## src/include/sstk_params.svh

```systemverilog
`ifndef SSTK_PARAMS_SVH
`define SSTK_PARAMS_SVH
`define SSTK_RESET_PTR 16'h1000
`define SSTK_WORD_STEP 16'h0002
`define SSTK_ALIGN_BIT 0
`define SSTK_PC_LO_MSB 15
`define SSTK_PC_HI_MSB 22
`define SSTK_PC_HI_LSB 16
`define SSTK_STATUS_LO_MSB 7
`define SSTK_STATUS_POS_MSB 15
`define SSTK_STATUS_POS_LSB 8
`endif

```

## src/include/sstk_pkg.sv

```systemverilog
package sstk_pkg;
	typedef enum logic [2:0] {
		SSTK_IDLE = 3'b000,
		SSTK_PUSH_LO = 3'b001,
		SSTK_PUSH_HI = 3'b010,
		SSTK_POP = 3'b011,
		SSTK_POP_RD = 3'b100
	} sstk_state_type;
	typedef enum logic [1:0] {
		SSTK_OP_NONE = 2'b00,
		SSTK_OP_PUSH = 2'b01,
		SSTK_OP_POP = 2'b10,
		SSTK_OP_SAVE_PC = 2'b11
	} sstk_op_type;
endpackage

```

## src/include/sstk_ptr_if.sv

```systemverilog
`timescale 1ns/10ps
interface sstk_ptr_if;
	logic wr_en;
	logic [15:0] wr_data;
	logic inc;
	logic dec;
	logic [15:0] ptr;
	modport owner(input wr_en, wr_data, inc, dec, output ptr);
	modport user(output wr_en, wr_data, inc, dec, input ptr);
endinterface

```

## src/verilog/sstk_ptr_reg.sv

```systemverilog
`timescale 1ns/10ps
`include "sstk_params.svh"
module sstk_ptr_reg
	import sstk_pkg::*;
(
	input wire logic clk,
	input wire logic reset_n,
	sstk_ptr_if.owner p
);
	logic [15:0] ptr_q;
	logic [15:0] ptr_d;
	always_comb begin
		ptr_d = ptr_q;
		if (p.wr_en) begin
			ptr_d = p.wr_data; // RULE12
		end else if (p.inc) begin
			ptr_d = ptr_q + `SSTK_WORD_STEP; // RULE6
		end else if (p.dec) begin
			ptr_d = ptr_q - `SSTK_WORD_STEP; // RULE6
		end
		ptr_d[`SSTK_ALIGN_BIT] = 1'b0; // RULE3
	end
	always_ff @(posedge clk) begin
		if (!reset_n) begin
			ptr_q <= `SSTK_RESET_PTR; // RULE4
		end else begin
			ptr_q <= ptr_d;
		end
	end
	assign p.ptr = ptr_q;
endmodule

```

## src/verilog/sstk_top.sv

```systemverilog
`timescale 1ns/10ps
`include "sstk_params.svh"
// Behaviour
// (RULE1) pointer register updates itself on exceptions, calls and returns
// (RULE2) software reads and writes pointer like any working register
// (RULE3) pointer bit zero always held at zero
// (RULE4) any reset loads pointer with 0x1000
// (RULE5) pointer addresses next free word; stack grows upward
// (RULE6) push writes then increments; pop decrements then reads
// (RULE7) pc low sixteen bits pushed first, upper bits next word
// (RULE8) call zero-fills upper bits of second pc word
// (RULE9) exception puts status low byte into upper second pc word
// (RULE10) stack addresses never paged, confined to 0x0000..0xFFFF
// (RULE11) frame pointer unpaged too when frame flag is one
// (RULE12) software may relocate pointer; later pushes use new value
// (RULE13) written bit zero ignored; reads return zero there
module sstk_top
	import sstk_pkg::*;
(
	input wire logic clk,
	input wire logic reset_n,
	input wire logic op_valid,
	input wire sstk_op_type op_code,
	input wire logic op_is_exception,
	input wire logic [15:0] push_data,
	input wire logic [22:0] pc_value,
	input wire logic [15:0] cpu_status_register,
	input wire logic sw_wr_en,
	input wire logic [15:0] sw_wr_data,
	input wire logic frame_pointer_active_flag,
	input wire logic [15:0] frame_pointer_register,
	input wire logic [15:0] mem_rd_data,
	output logic op_busy,
	output logic op_done,
	output logic [15:0] pop_data,
	output logic [15:0] stack_pointer_register,
	output logic mem_wr_en,
	output logic mem_rd_en,
	output logic [15:0] mem_addr,
	output logic [15:0] mem_wr_data,
	output logic frame_unpaged,
	output logic [15:0] frame_addr
);
	// ****************************************
	// pointer register
	// ****************************************
	sstk_ptr_if ptr_bus();
	sstk_ptr_reg u_ptr (
		.clk(clk),
		.reset_n(reset_n),
		.p(ptr_bus)
	);
	// ****************************************
	// sequencer
	// ****************************************
	sstk_state_type state_q, state_d;
	logic [15:0] hi_word_q, hi_word_d;
	logic busy_d, done_d, wr_d, rd_d;
	logic [15:0] addr_d, wdata_d, pop_d;
	logic [15:0] hi_word_calc;
	// ****************************************
	// saved pc high word
	// ****************************************
	// upper word: pc high bits, status low byte on exceptions
	always_comb begin
		hi_word_calc = '0; // RULE8
		hi_word_calc[`SSTK_PC_HI_MSB-`SSTK_PC_HI_LSB:0] =
			pc_value[`SSTK_PC_HI_MSB:`SSTK_PC_HI_LSB];
		if (op_is_exception) begin
			hi_word_calc[`SSTK_STATUS_POS_MSB:`SSTK_STATUS_POS_LSB] =
				cpu_status_register[`SSTK_STATUS_LO_MSB:0]; // RULE9
		end
	end
	always_comb begin
		state_d = state_q;
		hi_word_d = hi_word_q;
		wr_d = 1'b0;
		rd_d = 1'b0;
		done_d = 1'b0;
		addr_d = stack_pointer_register;
		wdata_d = mem_wr_data;
		pop_d = pop_data;
		ptr_bus.wr_en = 1'b0;
		ptr_bus.wr_data = sw_wr_data; // RULE13
		ptr_bus.inc = 1'b0;
		ptr_bus.dec = 1'b0;
		case (state_q)
			SSTK_IDLE: begin
				if (sw_wr_en) begin
					ptr_bus.wr_en = 1'b1; // RULE2
				end else if (op_valid) begin
					case (op_code) // RULE1
						SSTK_OP_PUSH: begin
							wr_d = 1'b1; // RULE5
							addr_d = ptr_bus.ptr; // RULE10
							wdata_d = push_data;
							ptr_bus.inc = 1'b1; // RULE6
							done_d = 1'b1;
						end
						SSTK_OP_SAVE_PC: begin
							wr_d = 1'b1;
							addr_d = ptr_bus.ptr;
							wdata_d = pc_value[`SSTK_PC_LO_MSB:0]; // RULE7
							hi_word_d = hi_word_calc;
							ptr_bus.inc = 1'b1;
							state_d = SSTK_PUSH_HI;
						end
						SSTK_OP_POP: begin
							ptr_bus.dec = 1'b1; // RULE6
							state_d = SSTK_POP;
						end
						default: begin
						end
					endcase
				end
			end
			SSTK_PUSH_HI: begin
				wr_d = 1'b1; // RULE7
				addr_d = ptr_bus.ptr;
				wdata_d = hi_word_q;
				ptr_bus.inc = 1'b1;
				done_d = 1'b1;
				state_d = SSTK_IDLE;
			end
			SSTK_POP: begin
				rd_d = 1'b1;
				addr_d = ptr_bus.ptr;
				state_d = SSTK_POP_RD;
			end
			SSTK_POP_RD: begin
				// wait one cycle for the ram to return the word
				if (!mem_rd_en) begin
					pop_d = mem_rd_data; // RULE6
					done_d = 1'b1;
					state_d = SSTK_IDLE;
				end
			end
			default: begin
				state_d = SSTK_IDLE;
			end
		endcase
		busy_d = (state_d != SSTK_IDLE);
	end
	// ****************************************
	// sequencer state
	// ****************************************
	always_ff @(posedge clk) begin
		if (!reset_n) begin
			state_q <= SSTK_IDLE;
			hi_word_q <= '0;
		end else begin
			state_q <= state_d;
			hi_word_q <= hi_word_d;
		end
	end
	// ****************************************
	// handshake outputs
	// ****************************************
	// op_done pulses one cycle; pop_data holds
	always_ff @(posedge clk) begin
		if (!reset_n) begin
			op_busy <= 1'b0;
			op_done <= 1'b0;
			pop_data <= '0;
		end else begin
			op_busy <= busy_d;
			op_done <= done_d;
			pop_data <= pop_d;
		end
	end
	// ****************************************
	// memory port
	// ****************************************
	// addresses stay 16 bits wide, never paged
	always_ff @(posedge clk) begin
		if (!reset_n) begin
			mem_wr_en <= 1'b0;
			mem_rd_en <= 1'b0;
			mem_addr <= '0;
			mem_wr_data <= '0;
		end else begin
			mem_wr_en <= wr_d;
			mem_rd_en <= rd_d;
			mem_addr <= addr_d; // RULE10
			mem_wr_data <= wdata_d;
		end
	end
	// ****************************************
	// pointer mirror
	// ****************************************
	// the mirror trails the internal pointer by one cycle
	logic [15:0] sp_mirror_d;
	always_comb begin
		sp_mirror_d = ptr_bus.ptr;
		sp_mirror_d[`SSTK_ALIGN_BIT] = 1'b0; // RULE13
	end
	always_ff @(posedge clk) begin
		if (!reset_n) begin
			stack_pointer_register <= `SSTK_RESET_PTR; // RULE4
		end else begin
			stack_pointer_register <= sp_mirror_d; // RULE2
		end
	end
	// ****************************************
	// frame pointer
	// ****************************************
	// frame pointer is passed on as a plain 16-bit address
	logic frame_unpaged_d;
	logic [15:0] frame_addr_d;
	always_comb begin
		frame_unpaged_d = frame_pointer_active_flag; // RULE11
		frame_addr_d = frame_pointer_register;
	end
	always_ff @(posedge clk) begin
		if (!reset_n) begin
			frame_unpaged <= 1'b0;
			frame_addr <= '0;
		end else begin
			frame_unpaged <= frame_unpaged_d;
			frame_addr <= frame_addr_d;
		end
	end
endmodule

```

## config.mk

```make
export PLATFORM = sky130hd
export DESIGN_NAME = sstk_top
export DESIGN_NICKNAME = d
export VERILOG_FILES = /design/src/include/sstk_pkg.sv /design/src/include/sstk_ptr_if.sv /design/src/verilog/sstk_ptr_reg.sv /design/src/verilog/sstk_top.sv
export VERILOG_INCLUDE_DIRS = /design/src /design/src/include
export SDC_FILE = /design/constraint.sdc
export NUM_CORES = 1
export LEC_CHECK = 0
export BUFFER_PORTS_ARGS = -buffer_cell sky130_fd_sc_hd__buf_2
export CAP_MARGIN = 20
export CORE_MARGIN = 8
export CORE_UTILIZATION = 35
export CTS_CLUSTER_SIZE = 14
export DETAILED_ROUTE_END_ITERATION = 10
export MAX_ROUTING_LAYER = met4
export SLEW_MARGIN = 20
export SYNTH_ARGS = -nofsm -noshare
export SYNTH_HDL_FRONTEND = slang
export SYNTH_SLANG_ARGS = --single-unit
```

## constraint.sdc

```tcl
create_clock -name clk -period 7.4 [get_ports clk]
set_input_delay 1.48 -clock clk [delete_from_list [all_inputs] [get_ports clk]]
set_output_delay 1.48 -clock clk [all_outputs]
set_load 0.01 [all_outputs]
```

Word level (Yosys, flattened, before mapping)
Cells that the tools add are included.
W data, S select, Z words.
{"block": "word_totals", "ff_bits": 119, "out_inout_bits": 85, "inputBits": 111}
{"block": "op_classes", "n_bitwise": 2, "n_reduce_logical": 9, "n_mux": 33, "eq_ne": 9, "n_addsub": 2}
{"operator": "$mux W16", "n": 8}
{"operator": "$pmux W16 S2", "n": 3}
{"operator": "$add A16 B2 Y16 const B", "n": 1}
{"operator": "$sub A16 B2 Y16 const B", "n": 1}
{"operator": "$mux W1", "n": 14}
{"operator": "$mux W3", "n": 3}
{"operator": "$pmux W3 S3", "n": 1}
{"operator": "$mux W8", "n": 1}
{"operator": "$reduce_and A4 Y1", "n": 2}
{"operator": "$eq A3 B2 Y1 const B", "n": 2}
{"operator": "$pmux W3 S2", "n": 1}
{"operator": "$reduce_bool A3 Y1", "n": 2}
{"operator": "$eq A2 B2 Y1 const B", "n": 2}
{"operator": "$ne A2 B2 Y1 const B", "n": 2}
{"operator": "$reduce_or A2 Y1", "n": 2}
{"operator": "$eq A3 B3 Y1 const B", "n": 1}
{"operator": "$logic_not A3 Y1", "n": 1}
{"operator": "$ne A3 B1 Y1 const B", "n": 1}
{"operator": "$pmux W1 S3", "n": 1}
{"operator": "$eq A2 B1 Y1 const B", "n": 1}
{"operator": "$not A1 Y1", "n": 2}
{"operator": "$pmux W1 S2", "n": 1}
{"operator": "$reduce_and A2 Y1", "n": 1}
{"operator": "$reduce_bool A2 Y1", "n": 1}

Longest topological paths before layout
{"block": "depth", "depth_word": 8, "depth_mapped": 10}

Hierarchy
Synthesis repeated with hierarchy kept, for this count alone.
{"block": "unflattened", "cells_unflattened": 604, "area_unflattened_um2": 5753.0}
{"module": "sstk_top", "cells_per_inst": 438, "area_each_um2": 4441.8, "n_inst": 1}
{"module": "sstk_ptr_reg", "cells_per_inst": 166, "area_each_um2": 1311.3, "n_inst": 1}

Worst setup path after synthesis
No wires, ideal clock.
{"block": "synth_timing", "kind": "input-to-reg", "from": "in op_valid", "to": "reg u_ptr.ptr_q[9] (netlist: u_ptr.p.ptr[9])", "path_stages": 9, "setup_ns": 0.115, "setup_slack_ns": 3.489, "arrival_ns": 3.797, "cell_sequence": "and3b_1 -> o21ai_2 -> inv_1 -> fa_1 -> nor2b_1 -> o31a_1 -> o21ai_0 -> xor2_1 -> a2111oi_0"}
{"block": "synth_via", "elab_chain_cells": 5, "word_cells_on_any_way": 9, "classes_between": "mux (8); reduce/logical (1)"}
{"element": "start: declaration", "line_no": "sstk_top.sv:22", "rtl": "input wire logic op_valid,"}
{"element": "$mux W1 (*)", "line_no": "sstk_top.sv:91", "rtl": "end else if (op_valid) begin"}
{"element": "$mux W1 (*)", "line_no": "sstk_top.sv:89", "rtl": "if (sw_wr_en) begin"}
{"element": "$pmux W1 S2 (*)", "line_no": "sstk_top.sv:87", "rtl": "case (state_q)"}
{"element": "named net ptr_bus.inc", "line_no": "sstk_ptr_if.sv:5", "rtl": "logic inc;"}
{"element": "$mux W16", "line_no": "sstk_ptr_reg.sv:16", "rtl": "end else if (p.inc) begin"}
{"element": "$mux W16", "line_no": "sstk_ptr_reg.sv:14", "rtl": "if (p.wr_en) begin"}
{"element": "end signal: assignment", "line_no": "sstk_ptr_reg.sv:25", "rtl": "ptr_q <= `SSTK_RESET_PTR;"}
{"element": "end signal: assignment", "line_no": "sstk_ptr_reg.sv:27", "rtl": "ptr_q <= ptr_d;"}
{"element": "end: declaration", "line_no": "sstk_ptr_reg.sv:10", "rtl": "logic [15:0] ptr_q;"}
Mark *: on every way through the listed nets, which the timed path passes. The rest lies on a longest branch.
A chain may end at the register's enable or synchronous reset.

Worst setup path in the final report
{"block": "layout_timing", "from": "in op_code[0]", "to": "reg u_ptr.ptr_q[9] (netlist: u_ptr.p.ptr[9])"}
{"block": "layout_via", "elab_chain_cells": 8, "word_cells_on_any_way": 15, "classes_between": "eq/ne (3); mux (10); reduce/logical (2)"}
{"element": "start: declaration", "line_no": "sstk_top.sv:23", "rtl": "input wire sstk_op_type op_code,"}
{"element": "$eq A2 B2 Y1 / $eq A2 B1 Y1 (equally long branches)", "line_no": "sstk_top.sv:92", "rtl": "case (op_code)"}
{"element": "$reduce_or A2 Y1 (no source line) (*)"}
{"element": "$mux W1 (*)", "line_no": "sstk_top.sv:92"}
{"element": "$mux W1 (*)", "line_no": "sstk_top.sv:91"}
{"element": "$mux W1 (*)", "line_no": "sstk_top.sv:89"}
{"element": "$pmux W1 S2 (*)", "line_no": "sstk_top.sv:87"}
{"element": "named net ptr_bus.inc", "line_no": "sstk_ptr_if.sv:5"}
{"element": "$mux W16", "line_no": "sstk_ptr_reg.sv:16"}
{"element": "$mux W16", "line_no": "sstk_ptr_reg.sv:14"}
Marks and branches as above.

==> impl_metrics.json <==
{
  "p_int_w": 0.00144,
  "path_depth": 11,
  "p_leak_nw": 2.96,
  "finalSetupTns_ns": 0,
  "synth_area_um2": 4970,
  "cts.sinks": 116,
  "most-common-layout-cells": "buf_2 (184), nand2_1 (121), dfxtp_1 (116), a21oi_1 (89), nor2_1 (46)",
  "cp_num_buf_inv": 3,
  "cp_max_fo": 21,
  "power_density_nw_per_um2": 285,
  "globalRoute.totalOverflow": 0,
  "viasPerCell": 4.93,
  "postCtsSetupRepairBufs": 0,
  "rrSetupSlack_ns": 4.62,
  "utilization": 0.479,
  "die_area_um2": 18300,
  "cts_max_path_buffers": 2,
  "hold_violations": 0,
  "finalPower_w": 0.00189,
  "layout_commonest_cell": "buf_2",
  "worst_slew_pin_slew_ns": 0.835,
  "portBuffers": 184,
  "setup_viol_count_final": 0,
  "final_max_slew_viol_count": 0,
  "core_area_um2": 13900,
  "area_growth_pct": 33.7,
  "grt_pass1_wl_um": 24200,
  "max_slew_margin": 0.443,
  "placed_cell_area_um2": 5940,
  "htreeDepth": 4,
  "min_period_ns": 3.89,
  "pwr-share-comb": 0.137,
  "r2r-end": "u_ptr.p.ptr[9]",
  "fp.dieW_um": 135,
  "dp_hpwl_um": 10700,
  "holdCritStartpoint": "stack_pointer_register[8]",
  "cp.arrival_ns": 4.17,
  "rows": 43,
  "ir_worst_vdd_v": 0.000165,
  "critPathKind": "in2reg",
  "grt_pass1_vias": 4853,
  "worst_r2r_path_depth": 10,
  "p_clk_frac": 0.505,
  "min_path_type": "reg2reg",
  "synth-async-reset-ratio": 0,
  "grt_usage": 0.170,
  "wl_per_cell_um": 15.6,
  "fmax_mhz": 257,
  "slowest_delay_ns": 0.49,
  "firstDrtPassIters": 4,
  "cts-root-buf": "clkbuf_16",
  "cts-hold-fix-buffers": 0,
  "switching_share": 0.236,
  "cp_top_family": "compound AO/OA/AOI/OAI gates",
  "grt_setup_unrepaired": "false",
  "antenna_found_initial": 1,
  "fin_nets": 898,
  "clkLatencyLatePin_ns": 0.41,
  "cts_tree": "built",
  "numCtsBuffers": 17,
  "maxCapViolCount": 0,
  "synth_ff_type": "dfxtp_1",
  "clk_pin_slew_ns": 0.05,
  "antenna_left": 0,
  "via_count": 4755,
  "seq_power_share": 0.357,
  "num_io_pins": 196,
  "synth.ff_latch_count": 116,
  "seq_area_frac_synth": 0.467,
  "worstReg2RegStart": "state_q[0]",
  "fill_cells": 1364,
  "fin_skew_ns": 0.0119,
  "drc": 0,
  "holdPathStages": 2,
  "postSynthAreaPerCell_um2": 8.20,
  "layout-drive-gt1-share": 0.293,
  "synth.distinct_cells": 54,
  "drt_iter0_drc": 221,
  "status": "completed",
  "yosysWarnings": 0,
  "cp.required_ns": 7.68,
  "path_cells": "buf_2 > and3b_1 > o21ai_2 > buf_4 > inv_1 > fa_1 > nor2b_1 > o31a_1 > o21ai_0 > xor2_1 > a2111oi_0",
  "hold_end": "mem_addr[8]",
  "syn_inst": 606,
  "routed_wl_um": 15000,
  "p_sw_w": 0.000446,
  "design_area_um2": 6640,
  "endpoint_kind": "flop",
  "place_congestion": 0.802,
  "grt_start_max_net_pins": 60,
  "crit_slowest_cell": "fa_1",
  "start_kind": "input port",
  "start_util": 0.358,
  "finalCritPeriodShare": 0.525,
  "synth-edff-count": 0,
  "post_cts_resized": 0,
  "die_y_um": 135
}
==> per-layer routing <==
layer,part of all wire,up-vias,global-route usage
met5,0,-,-
met4,0.0048,0,0.0660
met3,0.062,4,0.0516
met2,0.49,145,0.267
met1,0.45,2199,0.199
li1,-,2407,-
==> state kept, by name (all words and copies together), names as in the netlist, 3 cells and up <==
register	count
pop_data	16
stack_pointer_register	15
frame_addr	16
u_ptr.p.ptr	15
mem_wr_data	16
state_q	3
mem_addr	15
hi_word_q	15
==> through the flow <==
stage / hold slack, ns / std cells / setup slack, ns
detailed placement: 0.444 / 932 / 3.18
global route: 0.466 / 965 / 3.27
finish: 0.445 / 965 / 3.51
CTS: 0.449 / 964 / 3.58
global placement: 0.436 / 932 / 3.19
floorplan: 0.432 / 607 / 3.49
==> layout make-up <==
cell class | instances | area [um^2] | share of cell area
timing repair buffer | 186 | 936 | 0.141
multi-input combinational | 440 | 2430 | 0.365
tap | 180 | 225 | 0.0339
clock buffer | 24 | 502 | 0.0755
sequential | 116 | 2320 | 0.350
clock inverter | 8 | 193 | 0.0290
antenna | 1 | 2.50 | 0.000377
inverter | 10 | 37.5 | 0.00565
==> cells in the mapped netlist (2+ instances only) <==
cell type  number  area share
clkbuf_1       23       0.017
buf_2           9      0.0091
and2_1         34       0.043
a211oi_1        3      0.0045
o21ai_2         2      0.0035
a41oi_1         2      0.0035
o211ai_1        3      0.0045
and3_1          6      0.0076
o21ai_1         3      0.0030
a311oi_1       15       0.026
dfxtp_1       116        0.47
nor2_1         47       0.036
a21oi_1        89       0.090
or3_1           2      0.0025
nor3_1          6      0.0060
mux2i_1         2      0.0040
xnor2_1         6       0.011
inv_1          10      0.0076
o21a_1          4      0.0060
o21bai_1        3      0.0045
nand3_1        27       0.027
o21ai_0        15       0.015
buf_4           7       0.011
buf_1           2      0.0015
nand2_1       121       0.091
ha_1           15       0.038
nor2b_1         3      0.0038
o221ai_1        4      0.0071
or2_2           2      0.0025
==> how the worst max path moves through the flow <==
stage | startpoint | end | slack, ns
2_1_floorplan | op_valid | u_ptr.p.ptr[9] | 3.49
3_3_place_gp | op_code[0] | u_ptr.p.ptr[9] | 3.19
3_5_place_dp | op_code[0] | u_ptr.p.ptr[9] | 3.18
4_1_cts | op_code[0] | u_ptr.p.ptr[9] | 3.58
5_1_grt | op_code[0] | u_ptr.p.ptr[9] | 3.27
6_report | op_code[0] | u_ptr.p.ptr[9] | 3.51
==> tightest hold or removal path, cell delays in order, from the launching register on <==
cell and delay, ns:
dfxtp_1 0.30, nand2_1 0.05, a21oi_1 0.05
==> power groups by stage <==
stage | clock network, W | logic, W | registers [W]
4_1_cts | 0.000972 | 0.000261 | 0.000676
2_1_floorplan | 0 | 0.000167 | 0.000695
5_1_grt | 0.00100 | 0.000293 | 0.000680
6_report | 0.000956 | 0.000259 | 0.000676
3_5_place_dp | 0 | 0.000259 | 0.000689
3_3_place_gp | 0 | 0.000255 | 0.000687
==> cells by family (layout without fill, tap and decap cells) <==
kind of cell	count (synthesis)	after routing	synth area share
multiplexers	3	3	0.00630
AO/OA/AOI/OAI	155	155	0.191
flip-flops	116	116	0.467
other	1	3	0.000755
AND/OR/NAND/NOR	257	257	0.234
adder cells (fa/ha/maj)	16	16	0.0418
buffers and inverters	51	228	0.0461
XOR/XNOR	7	7	0.0123
Power figures use the tool's default switching activity.
